## config.mk

```make
export PLATFORM = sky130hd
export DESIGN_NAME = brc_reset_logic
export DESIGN_NICKNAME = d
export VERILOG_FILES = /design/src/brc_pkg.sv /design/src/brc_reset_logic.sv
export VERILOG_INCLUDE_DIRS = /design/src /design/src/src
export SDC_FILE = /design/constraint.sdc
export NUM_CORES = 1
export LEC_CHECK = 0
export BUFFER_PORTS_ARGS = -buffer_cell sky130_fd_sc_hd__buf_2
export CELL_PAD_IN_SITES_DETAIL_PLACEMENT = 1
export CELL_PAD_IN_SITES_GLOBAL_PLACEMENT = 1
export CORE_ASPECT_RATIO = 2
export CORE_MARGIN = 2
export CORE_UTILIZATION = 40
export DETAILED_ROUTE_END_ITERATION = 8
export PLACE_DENSITY = 0.77
export REMOVE_ABC_BUFFERS = 1
export SYNTH_ARGS = -nofsm -noshare
export SYNTH_HDL_FRONTEND = slang
export SYNTH_SLANG_ARGS = --single-unit
```

## constraint.sdc

```tcl
create_clock -name clk_sys -period 5 [get_ports clk_sys]
set_input_delay 0.75 -clock clk_sys [delete_from_list [all_inputs] [get_ports clk_sys]]
set_output_delay 0.75 -clock clk_sys [all_outputs]
set_load 0.005 [all_outputs]
```

## src/brc_defs.svh

```systemverilog
// Contract
// RQ1 - enabling code keeps brownout detection on except in sleep or idle mode
// RQ2 - brownout reset only after low supply lasts beyond the filter time
// RQ3 - qualified brownout reset sets the brownout flag
// RQ4 - five valid threshold codes each pick one trip level
// RQ5 - code 11110000 disables brownout reset entirely
// RQ6 - any other code resets after a delay and restores power-on value
// RQ7 - undefined threshold code reset sets the threshold code fault flag
// RQ8 - genuine brownout reset keeps the threshold select contents
// RQ9 - threshold select powers on as 01100110
// RQ10 - hardware only sets cause flags; only software writes clear them
// RQ11 - upper four bits of reset cause flags read as zero
// RQ12 - writing 55h to flash command register one resets the whole device
// RQ13 - watchdog expiry in normal mode acts as brownout reset, sets expired flag
// RQ14 - watchdog expiry in sleep or idle clears pc and sp, sets both flags
// RQ15 - power-on clears expired and power-down flags; pin or brownout keep them
// RQ16 - power-on reset zeroes pc, disables interrupts, clears timers, ports input
// RQ17 - invalid reset pin select code sets the reset select fault flag
// RQ18 - filter time and corrupt code delay are parameterised cycle counts
`ifndef BRC_DEFS_SVH
`define BRC_DEFS_SVH
// ****************************************
// register offsets
// ****************************************
`define BRC_ADDR_THRESH 4'h0
`define BRC_ADDR_CAUSE 4'h1
`define BRC_ADDR_FLASHCMD 4'h2
`define BRC_ADDR_PINSEL 4'h3
`define BRC_ADDR_STATUS 4'h4
`define BRC_ADDR_IRQSTAT 4'h5
`define BRC_ADDR_IRQCLR 4'h6
`define BRC_ADDR_IRQEN 4'h7
// ****************************************
// codes and reset values
// ****************************************
`define BRC_CODE_1V7 8'h66
`define BRC_CODE_1V9 8'h55
`define BRC_CODE_2V55 8'h33
`define BRC_CODE_3V15 8'h99
`define BRC_CODE_3V8 8'haa
`define BRC_CODE_OFF 8'hf0
`define BRC_THRESH_POR 8'h66
`define BRC_PINSEL_IO 8'h55
`define BRC_PINSEL_PIN 8'haa
`define BRC_PINSEL_POR 8'h55
`define BRC_FLASH_RESET 8'h55
// ****************************************
// field positions
// ****************************************
`define BRC_CAUSE_WDF 0
`define BRC_CAUSE_TCF 1
`define BRC_CAUSE_BOF 2
`define BRC_CAUSE_RSF 3
`define BRC_STAT_EXPIRED 0
`define BRC_STAT_PWRDN 1
// ****************************************
// timing
// ****************************************
`define BRC_FILTER_NS 1000
`define BRC_SRESET_NS 2000
`define BRC_CLK_MHZ 200
`define BRC_FILTER_CYC ((`BRC_FILTER_NS * `BRC_CLK_MHZ + 999) / 1000)
`define BRC_SRESET_CYC ((`BRC_SRESET_NS * `BRC_CLK_MHZ + 999) / 1000)
`define BRC_RESET_PULSE 4
`endif

```

## src/brc_pkg.sv

```systemverilog
package brc_pkg;
  // which reset is in progress
  typedef enum logic [2:0] {
    BRC_RST_NONE,
    BRC_RST_BROWNOUT,
    BRC_RST_CODE,
    BRC_RST_PINSEL,
    BRC_RST_FLASH,
    BRC_RST_WDOG
  } brc_cause_t;
  // register bus request
  typedef struct packed {
    logic [3:0] addr;
    logic [7:0] wdata;
    logic wr;
    logic rd;
  } brc_bus_t;
  // event strobes into the irq status
  typedef struct packed {
    logic wdogLow;
    logic wdog;
    logic flash;
    logic pinsel;
    logic code;
    logic brownout;
  } brc_evt_t;
endpackage

```

## src/brc_reset_logic.sv

```systemverilog
`include "brc_defs.svh"
`timescale 1ns/1ps
`default_nettype none
module brc_reset_logic import brc_pkg::*; #(
  parameter int FILTER_CYC = `BRC_FILTER_CYC,
  parameter int SRESET_CYC = `BRC_SRESET_CYC,
  parameter int PULSE_CYC = `BRC_RESET_PULSE
) (
  input wire logic clk_sys,
  input wire logic srst,
  input wire logic powerOnReset,
  input wire logic externalResetPin,
  input wire logic supplyLow,
  input wire logic lowPowerMode,
  input wire logic watchdogExpired,
  input wire brc_bus_t busReq,
  output logic [7:0] rdData,
  output logic deviceReset,
  output logic pcSpClear,
  output logic [2:0] tripLevel,
  output logic detectEnable,
  output logic irq
);
  // ****************************************
  // elaboration checks
  // ****************************************
  // the delay counters are 16 bits wide, the pulse counter 8
  if (FILTER_CYC < 1 || FILTER_CYC > 65535) begin : gBadFilter
    $error("brc_reset_logic: filter count out of range");
  end
  if (SRESET_CYC < 1 || SRESET_CYC > 65535) begin : gBadDelay
    $error("brc_reset_logic: code delay count out of range");
  end
  if (PULSE_CYC < 1 || PULSE_CYC > 255) begin : gBadPulse
    $error("brc_reset_logic: pulse count out of range");
  end

  // ****************************************
  // state
  // ****************************************
  // software visible select registers
  logic [7:0] threshSel;
  logic [7:0] pinSel;

  // sticky flags, set by hardware only
  logic [3:0] causeFlags;
  logic toFlag;
  logic pdFlag;

  // interrupt status and mask
  logic [5:0] irqStat;
  logic [5:0] irqEn;

  // filter and delay counters
  logic [15:0] filterCnt;
  logic [15:0] codeCnt;
  logic [15:0] pinCnt;

  // reset sequencing
  logic [7:0] pulseCnt;
  brc_cause_t active;
  logic resetting;

  // ****************************************
  // functions
  // ****************************************
  // valid threshold code check, also maps a trip level
  function automatic logic [3:0] thresh_decode(input logic [7:0] code);
    if (code == `BRC_CODE_1V7) begin
      thresh_decode = 4'h8;
    end else if (code == `BRC_CODE_1V9) begin
      thresh_decode = 4'h9;
    end else if (code == `BRC_CODE_2V55) begin
      thresh_decode = 4'ha;
    end else if (code == `BRC_CODE_3V15) begin
      thresh_decode = 4'hb;
    end else if (code == `BRC_CODE_3V8) begin
      thresh_decode = 4'hc;
    end else begin
      thresh_decode = 4'h0;
    end
  endfunction

  // one strobe aimed at one register
  function automatic logic addr_hit(input logic strobe, input logic [3:0] addr,
                                    input logic [3:0] target);
    addr_hit = strobe && (addr == target);
  endfunction

  // climbs while its condition holds and parks at the limit, so it cannot wrap
  function automatic logic [15:0] sat_count(input logic [15:0] cnt, input int limit);
    if (cnt != 16'(limit)) begin
      sat_count = cnt + 16'h0001;
    end else begin
      sat_count = cnt;
    end
  endfunction

  // sticky flag: a hardware set beats a software clear in the same cycle
  function automatic logic flag_next(input logic set, input logic wr, input logic keep,
                                     input logic cur);
    if (set) begin
      flag_next = 1'b1;
    end else if (wr) begin
      flag_next = keep & cur;
    end else begin
      flag_next = cur;
    end
  endfunction

  // ****************************************
  // decode
  // ****************************************
  wire logic [3:0] threshInfo = thresh_decode(threshSel); // RQ4
  wire logic codeValid = threshInfo[3];
  wire logic codeOff = (threshSel == `BRC_CODE_OFF); // RQ5
  wire logic codeBad = !codeValid && !codeOff; // RQ6
  wire logic pinBad = (pinSel != `BRC_PINSEL_IO) && (pinSel != `BRC_PINSEL_PIN);
  wire logic next_detectEnable = codeValid && !lowPowerMode; // RQ1
  wire logic lowSeen = next_detectEnable && supplyLow;
  wire logic wrHit = busReq.wr && !resetting;
  wire logic wrThresh = addr_hit(wrHit, busReq.addr, `BRC_ADDR_THRESH);
  wire logic wrCause = addr_hit(wrHit, busReq.addr, `BRC_ADDR_CAUSE);
  wire logic wrFlash = addr_hit(wrHit, busReq.addr, `BRC_ADDR_FLASHCMD);
  wire logic wrPin = addr_hit(wrHit, busReq.addr, `BRC_ADDR_PINSEL);
  wire logic wrIrqClr = addr_hit(wrHit, busReq.addr, `BRC_ADDR_IRQCLR);
  wire logic wrIrqEn = addr_hit(wrHit, busReq.addr, `BRC_ADDR_IRQEN);

  // ****************************************
  // reset triggers
  // ****************************************
  // triggers; longer than the filter time means count reaching it while low
  wire logic trigBrown = lowSeen && (filterCnt == 16'(FILTER_CYC)); // RQ2
  wire logic trigCode = codeBad && (codeCnt == 16'(SRESET_CYC)); // RQ6
  wire logic trigPin = pinBad && (pinCnt == 16'(SRESET_CYC)); // RQ17
  wire logic trigFlash = wrFlash && (busReq.wdata == `BRC_FLASH_RESET); // RQ12
  wire logic trigWdog = watchdogExpired && !lowPowerMode; // RQ13
  wire logic trigWdogLow = watchdogExpired && lowPowerMode; // RQ14
  wire logic trigExt = externalResetPin && (pinSel == `BRC_PINSEL_PIN);
  wire logic anyTrig = !resetting && (trigBrown || trigCode || trigPin || trigFlash ||
                       trigWdog || trigExt);

  // ****************************************
  // reset cause
  // ****************************************
  // one cause per reset, brownout first
  wire brc_cause_t next_cause = trigBrown ? BRC_RST_BROWNOUT :
                                trigCode ? BRC_RST_CODE :
                                trigPin ? BRC_RST_PINSEL :
                                trigFlash ? BRC_RST_FLASH :
                                trigWdog ? BRC_RST_WDOG : BRC_RST_NONE;
  wire brc_evt_t evt = '{
    wdogLow: trigWdogLow && !resetting,
    wdog: trigWdog && anyTrig,
    flash: trigFlash && anyTrig,
    pinsel: trigPin && anyTrig,
    code: trigCode && anyTrig,
    brownout: trigBrown && anyTrig};
  // full resets restore the select registers; brownout keeps them
  wire logic restoreRegs = anyTrig && (trigCode || trigPin || trigFlash || trigWdog ||
                           trigExt) && !trigBrown; // RQ8

  // ****************************************
  // read mux
  // ****************************************
  logic [7:0] next_rdData;
  // write-only and unmapped addresses read as zero
  always_comb begin
    if (!busReq.rd) begin
      next_rdData = 8'h00;
    end else if (busReq.addr == `BRC_ADDR_THRESH) begin
      next_rdData = threshSel;
    end else if (busReq.addr == `BRC_ADDR_CAUSE) begin
      next_rdData = {4'h0, causeFlags}; // RQ11
    end else if (busReq.addr == `BRC_ADDR_PINSEL) begin
      next_rdData = pinSel;
    end else if (busReq.addr == `BRC_ADDR_STATUS) begin
      next_rdData = {6'h00, pdFlag, toFlag};
    end else if (busReq.addr == `BRC_ADDR_IRQSTAT) begin
      next_rdData = {2'h0, irqStat};
    end else if (busReq.addr == `BRC_ADDR_IRQEN) begin
      next_rdData = {2'h0, irqEn};
    end else begin
      next_rdData = 8'h00;
    end
  end

  // ****************************************
  // filter and delay counters
  // ****************************************
  // a dip that ends before the count lands restarts the filter
  always_ff @(posedge clk_sys) begin
    if (srst || powerOnReset || !lowSeen || resetting) begin
      filterCnt <= 16'h0000;
    end else begin
      filterCnt <= sat_count(filterCnt, FILTER_CYC); // RQ2 RQ18
    end
  end

  // corrupt code delays
  always_ff @(posedge clk_sys) begin
    if (srst || powerOnReset || !codeBad || resetting) begin
      codeCnt <= 16'h0000;
    end else begin
      codeCnt <= sat_count(codeCnt, SRESET_CYC); // RQ18
    end
  end

  // pin select corruption uses the same delay
  always_ff @(posedge clk_sys) begin
    if (srst || powerOnReset || !pinBad || resetting) begin
      pinCnt <= 16'h0000;
    end else begin
      pinCnt <= sat_count(pinCnt, SRESET_CYC);
    end
  end

  // ****************************************
  // reset pulse generator
  // ****************************************
  always_ff @(posedge clk_sys) begin
    if (srst || powerOnReset) begin
      resetting <= 1'b1; // RQ16
      pulseCnt <= 8'(PULSE_CYC);
      active <= BRC_RST_NONE;
    end else if (anyTrig) begin
      resetting <= 1'b1;
      pulseCnt <= 8'(PULSE_CYC);
      active <= next_cause;
    end else if (pulseCnt != 8'h00) begin
      pulseCnt <= pulseCnt - 8'h01;
    end else begin
      resetting <= 1'b0;
      active <= BRC_RST_NONE;
    end
  end

  // ****************************************
  // select registers
  // ****************************************
  // a brownout keeps the threshold code, corruption restores it
  always_ff @(posedge clk_sys) begin
    if (srst || powerOnReset || restoreRegs) begin
      threshSel <= `BRC_THRESH_POR; // RQ6 RQ9
    end else if (wrThresh) begin
      threshSel <= busReq.wdata;
    end
  end

  // pin select, restored by every full reset but a brownout
  always_ff @(posedge clk_sys) begin
    if (srst || powerOnReset || restoreRegs) begin
      pinSel <= `BRC_PINSEL_POR;
    end else if (wrPin) begin
      pinSel <= busReq.wdata;
    end
  end

  // ****************************************
  // reset cause flags
  // ****************************************
  // set beats a same-cycle software clear
  always_ff @(posedge clk_sys) begin
    if (srst || powerOnReset) begin
      causeFlags <= 4'h0;
    end else begin
      causeFlags[`BRC_CAUSE_WDF] <= flag_next(1'b0, wrCause, busReq.wdata[`BRC_CAUSE_WDF],
                                              causeFlags[`BRC_CAUSE_WDF]);
      causeFlags[`BRC_CAUSE_TCF] <= flag_next(evt.code, wrCause, busReq.wdata[`BRC_CAUSE_TCF],
                                              causeFlags[`BRC_CAUSE_TCF]); // RQ7 RQ10
      causeFlags[`BRC_CAUSE_BOF] <= flag_next(evt.brownout, wrCause,
        busReq.wdata[`BRC_CAUSE_BOF], causeFlags[`BRC_CAUSE_BOF]); // RQ3 RQ10
      causeFlags[`BRC_CAUSE_RSF] <= flag_next(evt.pinsel, wrCause,
        busReq.wdata[`BRC_CAUSE_RSF], causeFlags[`BRC_CAUSE_RSF]); // RQ17 RQ10
    end
  end

  // ****************************************
  // expired and power-down flags
  // ****************************************
  // pin, brownout and flash resets leave them alone
  always_ff @(posedge clk_sys) begin
    if (srst || powerOnReset) begin
      toFlag <= 1'b0; // RQ15
    end else if (evt.wdogLow || evt.wdog) begin
      toFlag <= 1'b1; // RQ13 RQ14
    end
  end

  // power-down flag, set only by a low-power watchdog expiry
  always_ff @(posedge clk_sys) begin
    if (srst || powerOnReset) begin
      pdFlag <= 1'b0; // RQ15
    end else if (evt.wdogLow) begin
      pdFlag <= 1'b1; // RQ14
    end
  end

  // ****************************************
  // interrupt block
  // ****************************************
  // status bits: events set, ones written to the clear register drop them
  always_ff @(posedge clk_sys) begin
    if (srst || powerOnReset) begin
      irqStat <= 6'h00;
    end else begin
      irqStat <= evt | (irqStat & ~(wrIrqClr ? busReq.wdata[5:0] : 6'h00));
    end
  end

  // enable mask; only srst or power-on clears it, so warm resets keep interrupts armed
  always_ff @(posedge clk_sys) begin
    if (srst || powerOnReset) begin
      irqEn <= 6'h00;
    end else if (wrIrqEn) begin
      irqEn <= busReq.wdata[5:0];
    end
  end

  // ****************************************
  // registered outputs
  // ****************************************
  // pulse still running after the trigger edge
  wire logic pulseLive = resetting && (pulseCnt != 8'h00);

  // read data stand for the one cycle after the read strobe
  always_ff @(posedge clk_sys) begin
    if (srst || powerOnReset) begin
      rdData <= 8'h00;
    end else begin
      rdData <= next_rdData;
    end
  end

  // full reset out, the trigger edge plus the pulse count
  always_ff @(posedge clk_sys) begin
    if (srst || powerOnReset) begin
      deviceReset <= 1'b1; // RQ16
    end else begin
      deviceReset <= anyTrig || pulseLive;
    end
  end

  // pc and stack clear; alone for one cycle on a low-power watchdog
  always_ff @(posedge clk_sys) begin
    if (srst || powerOnReset) begin
      pcSpClear <= 1'b1;
    end else begin
      pcSpClear <= anyTrig || evt.wdogLow || pulseLive; // RQ14
    end
  end

  // trip level index for the comparator, zero when off or corrupt
  always_ff @(posedge clk_sys) begin
    if (srst || powerOnReset) begin
      tripLevel <= 3'h0;
    end else begin
      tripLevel <= threshInfo[2:0];
    end
  end

  // detection gate; one cycle of lag is harmless against the filter
  always_ff @(posedge clk_sys) begin
    if (srst || powerOnReset) begin
      detectEnable <= 1'b0;
    end else begin
      detectEnable <= next_detectEnable; // RQ1
    end
  end

  // level interrupt, one cycle behind the status bits
  always_ff @(posedge clk_sys) begin
    if (srst || powerOnReset) begin
      irq <= 1'b0;
    end else begin
      irq <= |(irqStat & irqEn);
    end
  end
endmodule
`default_nettype wire

```

# Word level (Yosys, flattened, before mapping)
# Index checks and enable logic that the tools add are counted.
# classes
n_addsub,4
multipliers,0
n_div,0
n_lt_le_gt_ge,0
eq_ne,23
shift,0
muxes,18
bitwise_logic,9
reduce_logical,68
# ops
op,count
adder 16 x 1 -> 16 bit (second input constant),3
== test 16 x 9 -> 1 bit (second input constant),2
== test 8 bit (second input constant),4
inequality test 16 x 9 -> 1 bit (second input constant),2
logical AND 1 bit,28
== test 8 x 7 -> 1 bit (second input constant),3
two-way mux 6 bit,4
two-way mux 8 bit,3
logical OR 1 bit,21
two-way mux 4 bit,5
== test 16 x 8 -> 1 bit (second input constant),1
== test 4 x 3 -> 1 bit (second input constant),4
inequality test 16 x 8 -> 1 bit (second input constant),1
AND 6 bit,2
== test 4 x 2 -> 1 bit (second input constant),2
== test 8 x 6 -> 1 bit (second input constant),1
logical NOT 1 bit,8
inequality test 8 x 7 -> 1 bit (second input constant),1
inequality test 8 bit (second input constant),1
nonzero test 8 bit,1
subtractor 8 x 1 -> 8 bit (second input constant),1
two-way mux 1 bit,6
inverter 6 bit,1
OR 6 bit,1
other kinds (9),16
# word_totals
regBits,106
latchBits,0
mem_bits_rw,0
rom_bits,0
inputBits,21
word_cells,145
mem_count,0

# Logic depth before layout (Yosys ltp)
# logic_depth
ltp_word,18
mapped_depth,9

# Least setup slack after synthesis
# OpenSTA, ideal clock, no wires.
# synth_timing
path_type,input to register
from,input port busReq[11] (netlist name)
to,register threshSel[1]
setup_ns,0.128
arrival_ns,2.051
slack_ns,2.821
cell_stages,8
n_path_buf,2
cell_sequence,clkbuf_1 -> nor2b_1 -> nand4_1 -> o221ai_1 -> o311ai_2 -> and2_1 -> buf_6 -> o211ai_2
# synth_via
elab_chain_len,10
# synth_lines
item,line_no,text
from (decl),brc_reset_logic.sv:16,"input wire brc_bus_t busReq,"
== test 4 x 2 -> 1 bit,brc_reset_logic.sv:87,addr_hit = strobe && (addr == target);
logical AND 1 bit,brc_reset_logic.sv:87,
logical AND 1 bit,brc_reset_logic.sv:136,wire logic trigFlash = wrFlash && (busReq.wdata == `BRC_FLASH_RESET);
logical OR 1 bit (2 in series),brc_reset_logic.sv:140,wire logic anyTrig = !resetting && (trigBrown || trigCode || trigPin || trigFlash ||
logical OR 1 bit,brc_reset_logic.sv:141,trigWdog || trigExt);
logical AND 1 bit,brc_reset_logic.sv:140,
logical AND 1 bit,brc_reset_logic.sv:160,wire logic restoreRegs = anyTrig && (trigCode || trigPin || trigFlash || trigWdog ||
logical AND 1 bit,brc_reset_logic.sv:161,trigExt) && !trigBrown;
logical OR 1 bit,brc_reset_logic.sv:243,if (srst || powerOnReset || restoreRegs) begin
to (signal assigned),brc_reset_logic.sv:244,threshSel <= `BRC_THRESH_POR;
to (signal assigned),brc_reset_logic.sv:246,threshSel <= busReq.wdata;
to (decl),brc_reset_logic.sv:42,logic [7:0] threshSel;
# Several ways; a longest one is shown, not always the timed one.
# A chain may end at the register's enable or synchronous reset.

# Worst setup path in the final report
# layout_timing
from,register filterCnt[0]
to,register threshSel[1]
# layout_via
elab_chain_len,11
# layout_lines
item,line_no,text
from (decl),brc_reset_logic.sv:55,logic [15:0] filterCnt;
from (signal assigned),brc_reset_logic.sv:196,"filterCnt <= sat_count(filterCnt, FILTER_CYC);"
== test 16 x 8 -> 1 bit (*),brc_reset_logic.sv:133,wire logic trigBrown = lowSeen && (filterCnt == 16'(FILTER_CYC));
logical AND 1 bit (*),brc_reset_logic.sv:133,
logical OR 1 bit (4 in series),brc_reset_logic.sv:140,
logical OR 1 bit,brc_reset_logic.sv:141,
logical AND 1 bit,brc_reset_logic.sv:140,
logical AND 1 bit,brc_reset_logic.sv:160,
logical AND 1 bit (*),brc_reset_logic.sv:161,
logical OR 1 bit (*),brc_reset_logic.sv:243,
# Mark *: on every way between the ends. The rest lies on a longest branch, timed or not.

==> run_results.csv <==
group,metric,value,unit
logic_synthesis,synth-edff-count,0,
logic_synthesis,yosysWarnings,0,
drt,drt-total-wl,13320,um
worst_setup_path,endpoint,"threshSel[1]",
worst_setup_path,worstReg2RegStart,"filterCnt[0]",
worst_setup_path,startpoint,"filterCnt[0]",
logic_synthesis,netlist_area,4848,um2
clock_tree,cts.sinks,106,
final_layout,final_common_cell,"dfxtp_1",
clock_tree,post_cts_buffers,0,
sta,setup_tns,0,ps
worst_setup_path,critPathCaptureType,"flip-flop",
clock_tree,cts-hold-fix-buffers,0,
power,irDropWorstVdd,0.0001822,V
clock_tree,clkSlewWorstSetupHoldPaths,70,ps
logic_synthesis,synthFlopType,"dfxtp_1",
sta,hold_violations,0,
worst_setup_path,slowest_delay,470,ps
worst_setup_path,path_depth,8,
worst_setup_path,cp_top_family,"simple AND/OR/NAND/NOR gates",
worst_setup_path,cp_max_fo,8,
worst_setup_path,required,5210,ps
drt,ant_nets,0,
final_layout,antenna_cells,0,
floorplan,start_util,41.19,%
power,powerDensity,334.5,nW/um2
logic_synthesis,synth_seq_cells,106,
global_route,grt_pass1_vias,4358,
power,leakagePower,1.948,nW
floorplan,rows,56,
sta,relSlewSlack,57.81,%
clock_tree,clkLatencyLatePin,350,ps
clock_tree,cts_buffer_depth,2,
final_layout,syn_to_final_growth,12.15,%
clock_tree,cts_buffers,9,
sta,grt_setup_unrepaired,"false",
global_route,antenna_found_initial,0,
final_layout,num-nets-final,609,
sta,finClkSkew,6.869,ps
drt,via_count,4093,
global_route,grt_usage,21.89,%
drt,drcViolationCount,0,
logic_synthesis,syn_inst,553,
worst_setup_path,crit_chain,"inv_1 -> ha_1 -> and4bb_2 -> nand4_2 -> a2111o_1 -> o311ai_2 -> and2_1 -> o211ai_2",
worst_setup_path,critical_path_class,"flip-flop to flip-flop",
drt,drt-pass1-iter-count,4,
worst_setup_path,start_kind,"flip-flop",
clock_tree,cts_resized,0,
logic_synthesis,yosysSeqAreaShare,43.77,%
worst_setup_path,cp.arrival,2610,ps
clock_tree,htreeDepth,3,
clock_tree,root_buffer,"clkbuf_16",
worst_setup_path,reg2reg_slack,2600,ps
floorplan,die_y,159.7,um
final_layout,layout_common_cells,"dfxtp_1 (106), nor2_1 (99), nand2_1 (45), buf_2 (35), a21oi_1 (33)",
floorplan,fp.dieArea,13070,um2
floorplan,fp.coreArea,11770,um2
placed_design,portBuffers,35,
floorplan,io-pin-count,36,
worst_setup_path,slowest_stage,"a2111o_1",
logic_synthesis,syn_area_per_cell,8.767,um2
sta,worst_slew_pin_slew,632.9,ps
global_route,grt_max_degree,22,
global_route,grt_overflow,0,
placed_design,dpl_worst_slack,2416,ps
sta,final.period_utilization,48.04,%
sta,fin_crit,2402,ps
sta,setup_ws,2598,ps
logic_synthesis,synth_cell_types,56,
placed_design,dp.final_hpwl,10370,um
drt,drt-initial-drc-count,127,
job,cap_violations,0,
worst_setup_path,r2r_cells,8,
clock_tree,cts_tree,"yes",
placed_design,gp_congestion,0.9215,
final_layout,fill_cells,1416,
floorplan,die_width,81.85,um
final_layout,layout-drive-gt1-share,13.99,%
sta,setup_viol,0,
sta,drv_slew,0,
drt,avgViaCountPerCell,5.599,
status,status,"completed",
worst_setup_path,cp_num_buf_inv,1,
global_route,grt_first_pass_wirelength,21890,um
worst_setup_path,r2r-end,"threshSel[1]",
worst_hold_path,min_path_type,"flip-flop to flip-flop",
drt,routedWlPerCell,18.22,um
sta,clock.fmax,416.4,MHz
power,fin_total_pwr,1.819,mW
logic_synthesis,ys_async_sr_fraction,0,%
## registers in the layout, summed over array words and instances, names as in the netlist, 3 cells and up
| register | flops |
|---|---|
| filterCnt | 16 |
| pinCnt | 16 |
| pulseCnt | 8 |
| pinSel | 8 |
| rdData | 8 |
| tripLevel | 3 |
| irqStat | 6 |
| codeCnt | 16 |
| causeFlags | 4 |
| irqEn | 6 |
| threshSel | 8 |
## kinds of logic after synthesis
family	after synthesis	share of synthesized area (%)
flops	106	43.77
fa+ha+maj	7	1.806
mux	10	2.168
xor+xnor	50	9.032
compound gates	76	11.41
buf+inv	46	3.742
simple gates	258	28.08
## worst min-delay path by stage
stage	start	end	slack (ps)	cells past startpoint
global route	causeFlags[0]	causeFlags[0]	480	1
detailed placement	causeFlags[0]	causeFlags[0]	450	1
finish	causeFlags[0]	causeFlags[0]	460	1
CTS	causeFlags[0]	causeFlags[0]	460	1
floorplan	causeFlags[0]	causeFlags[0]	430	1
global placement	causeFlags[0]	causeFlags[0]	450	1
## cells in the mapped netlist (2+ instances only)
library cell	number	share of area, %
a2111oi_0	2	0.36
a211oi_2	3	0.77
a21oi_1	33	3.4
a221oi_1	3	0.54
a222oi_1	2	0.41
a22oi_1	5	0.77
and2_1	3	0.39
and3_1	12	1.5
and4_1	3	0.54
and4bb_1	3	0.77
and4bb_2	6	1.5
clkbuf_1	17	1.3
dfxtp_1	106	44
ha_1	7	1.8
inv_1	27	2.1
mux2_2	4	0.93
mux2i_1	6	1.2
nand2_1	45	3.5
nand2b_1	4	0.52
nand3_1	27	2.8
nand3b_1	2	0.31
nand4_1	8	1.0
nor2_1	99	7.7
nor2b_1	3	0.39
nor3_1	12	1.2
nor3_2	3	0.62
nor3b_1	3	0.46
nor4_1	6	0.77
nor4b_1	5	0.90
nor4bb_1	5	1.0
o211a_1	2	0.41
o211ai_2	4	1.0
o21ai_0	11	1.1
o221ai_1	2	0.36
xnor2_1	24	4.3
xor2_1	26	4.7
## stage by stage
| step | instance area [um2] | std cells | hold slack (ps) | util, % |
|---|---|---|---|---|
| 2_1_floorplan | 4768 | 534 | 429.9 | - |
| 3_3_place_gp | 5132 | 715 | 452.3 | 43.60 |
| 3_5_place_dp | 5132 | 715 | 452.5 | 43.60 |
| 4_1_cts | 5438 | 731 | 461.8 | 46.19 |
| 5_1_grt | 5438 | 731 | 475.0 | 46.19 |
| 6_report | 5438 | 731 | 464.2 | 46.19 |
## power breakdown
group          total, mW  leakage (nW)  internal [mW]  switching (mW)
logic              0.191         0.941         0.0795           0.112
registers          0.904         0.855          0.873          0.0314
clock network      0.723         0.151          0.413           0.310
total               1.82          1.95           1.37           0.453
## cell type report
type,instances,area (um2),area share [%]
Tap cell,145,181.4,3.336
Sequential cell,106,2122,39.02
Multi-Input combinational cell,401,2545,46.80
Clock inverter,5,52.55,0.9664
Timing Repair Buffer,36,182.7,3.359
Clock buffer,11,252.7,4.648
Inverter,27,101.3,1.864
## metal layers
| layer | vias up | part of all wire (%) | global-route usage, % |
|---|---|---|---|
| li1 | 1967 | - | - |
| met1 | 2015 | 37 | 22.61 |
| met2 | 73 | 56 | 40.50 |
| met3 | 38 | 2.5 | 3.672 |
| met4 | 0 | 4.5 | 10.61 |
| met5 | - | 0 | 0 |
(Power assumes the default switching activity.)
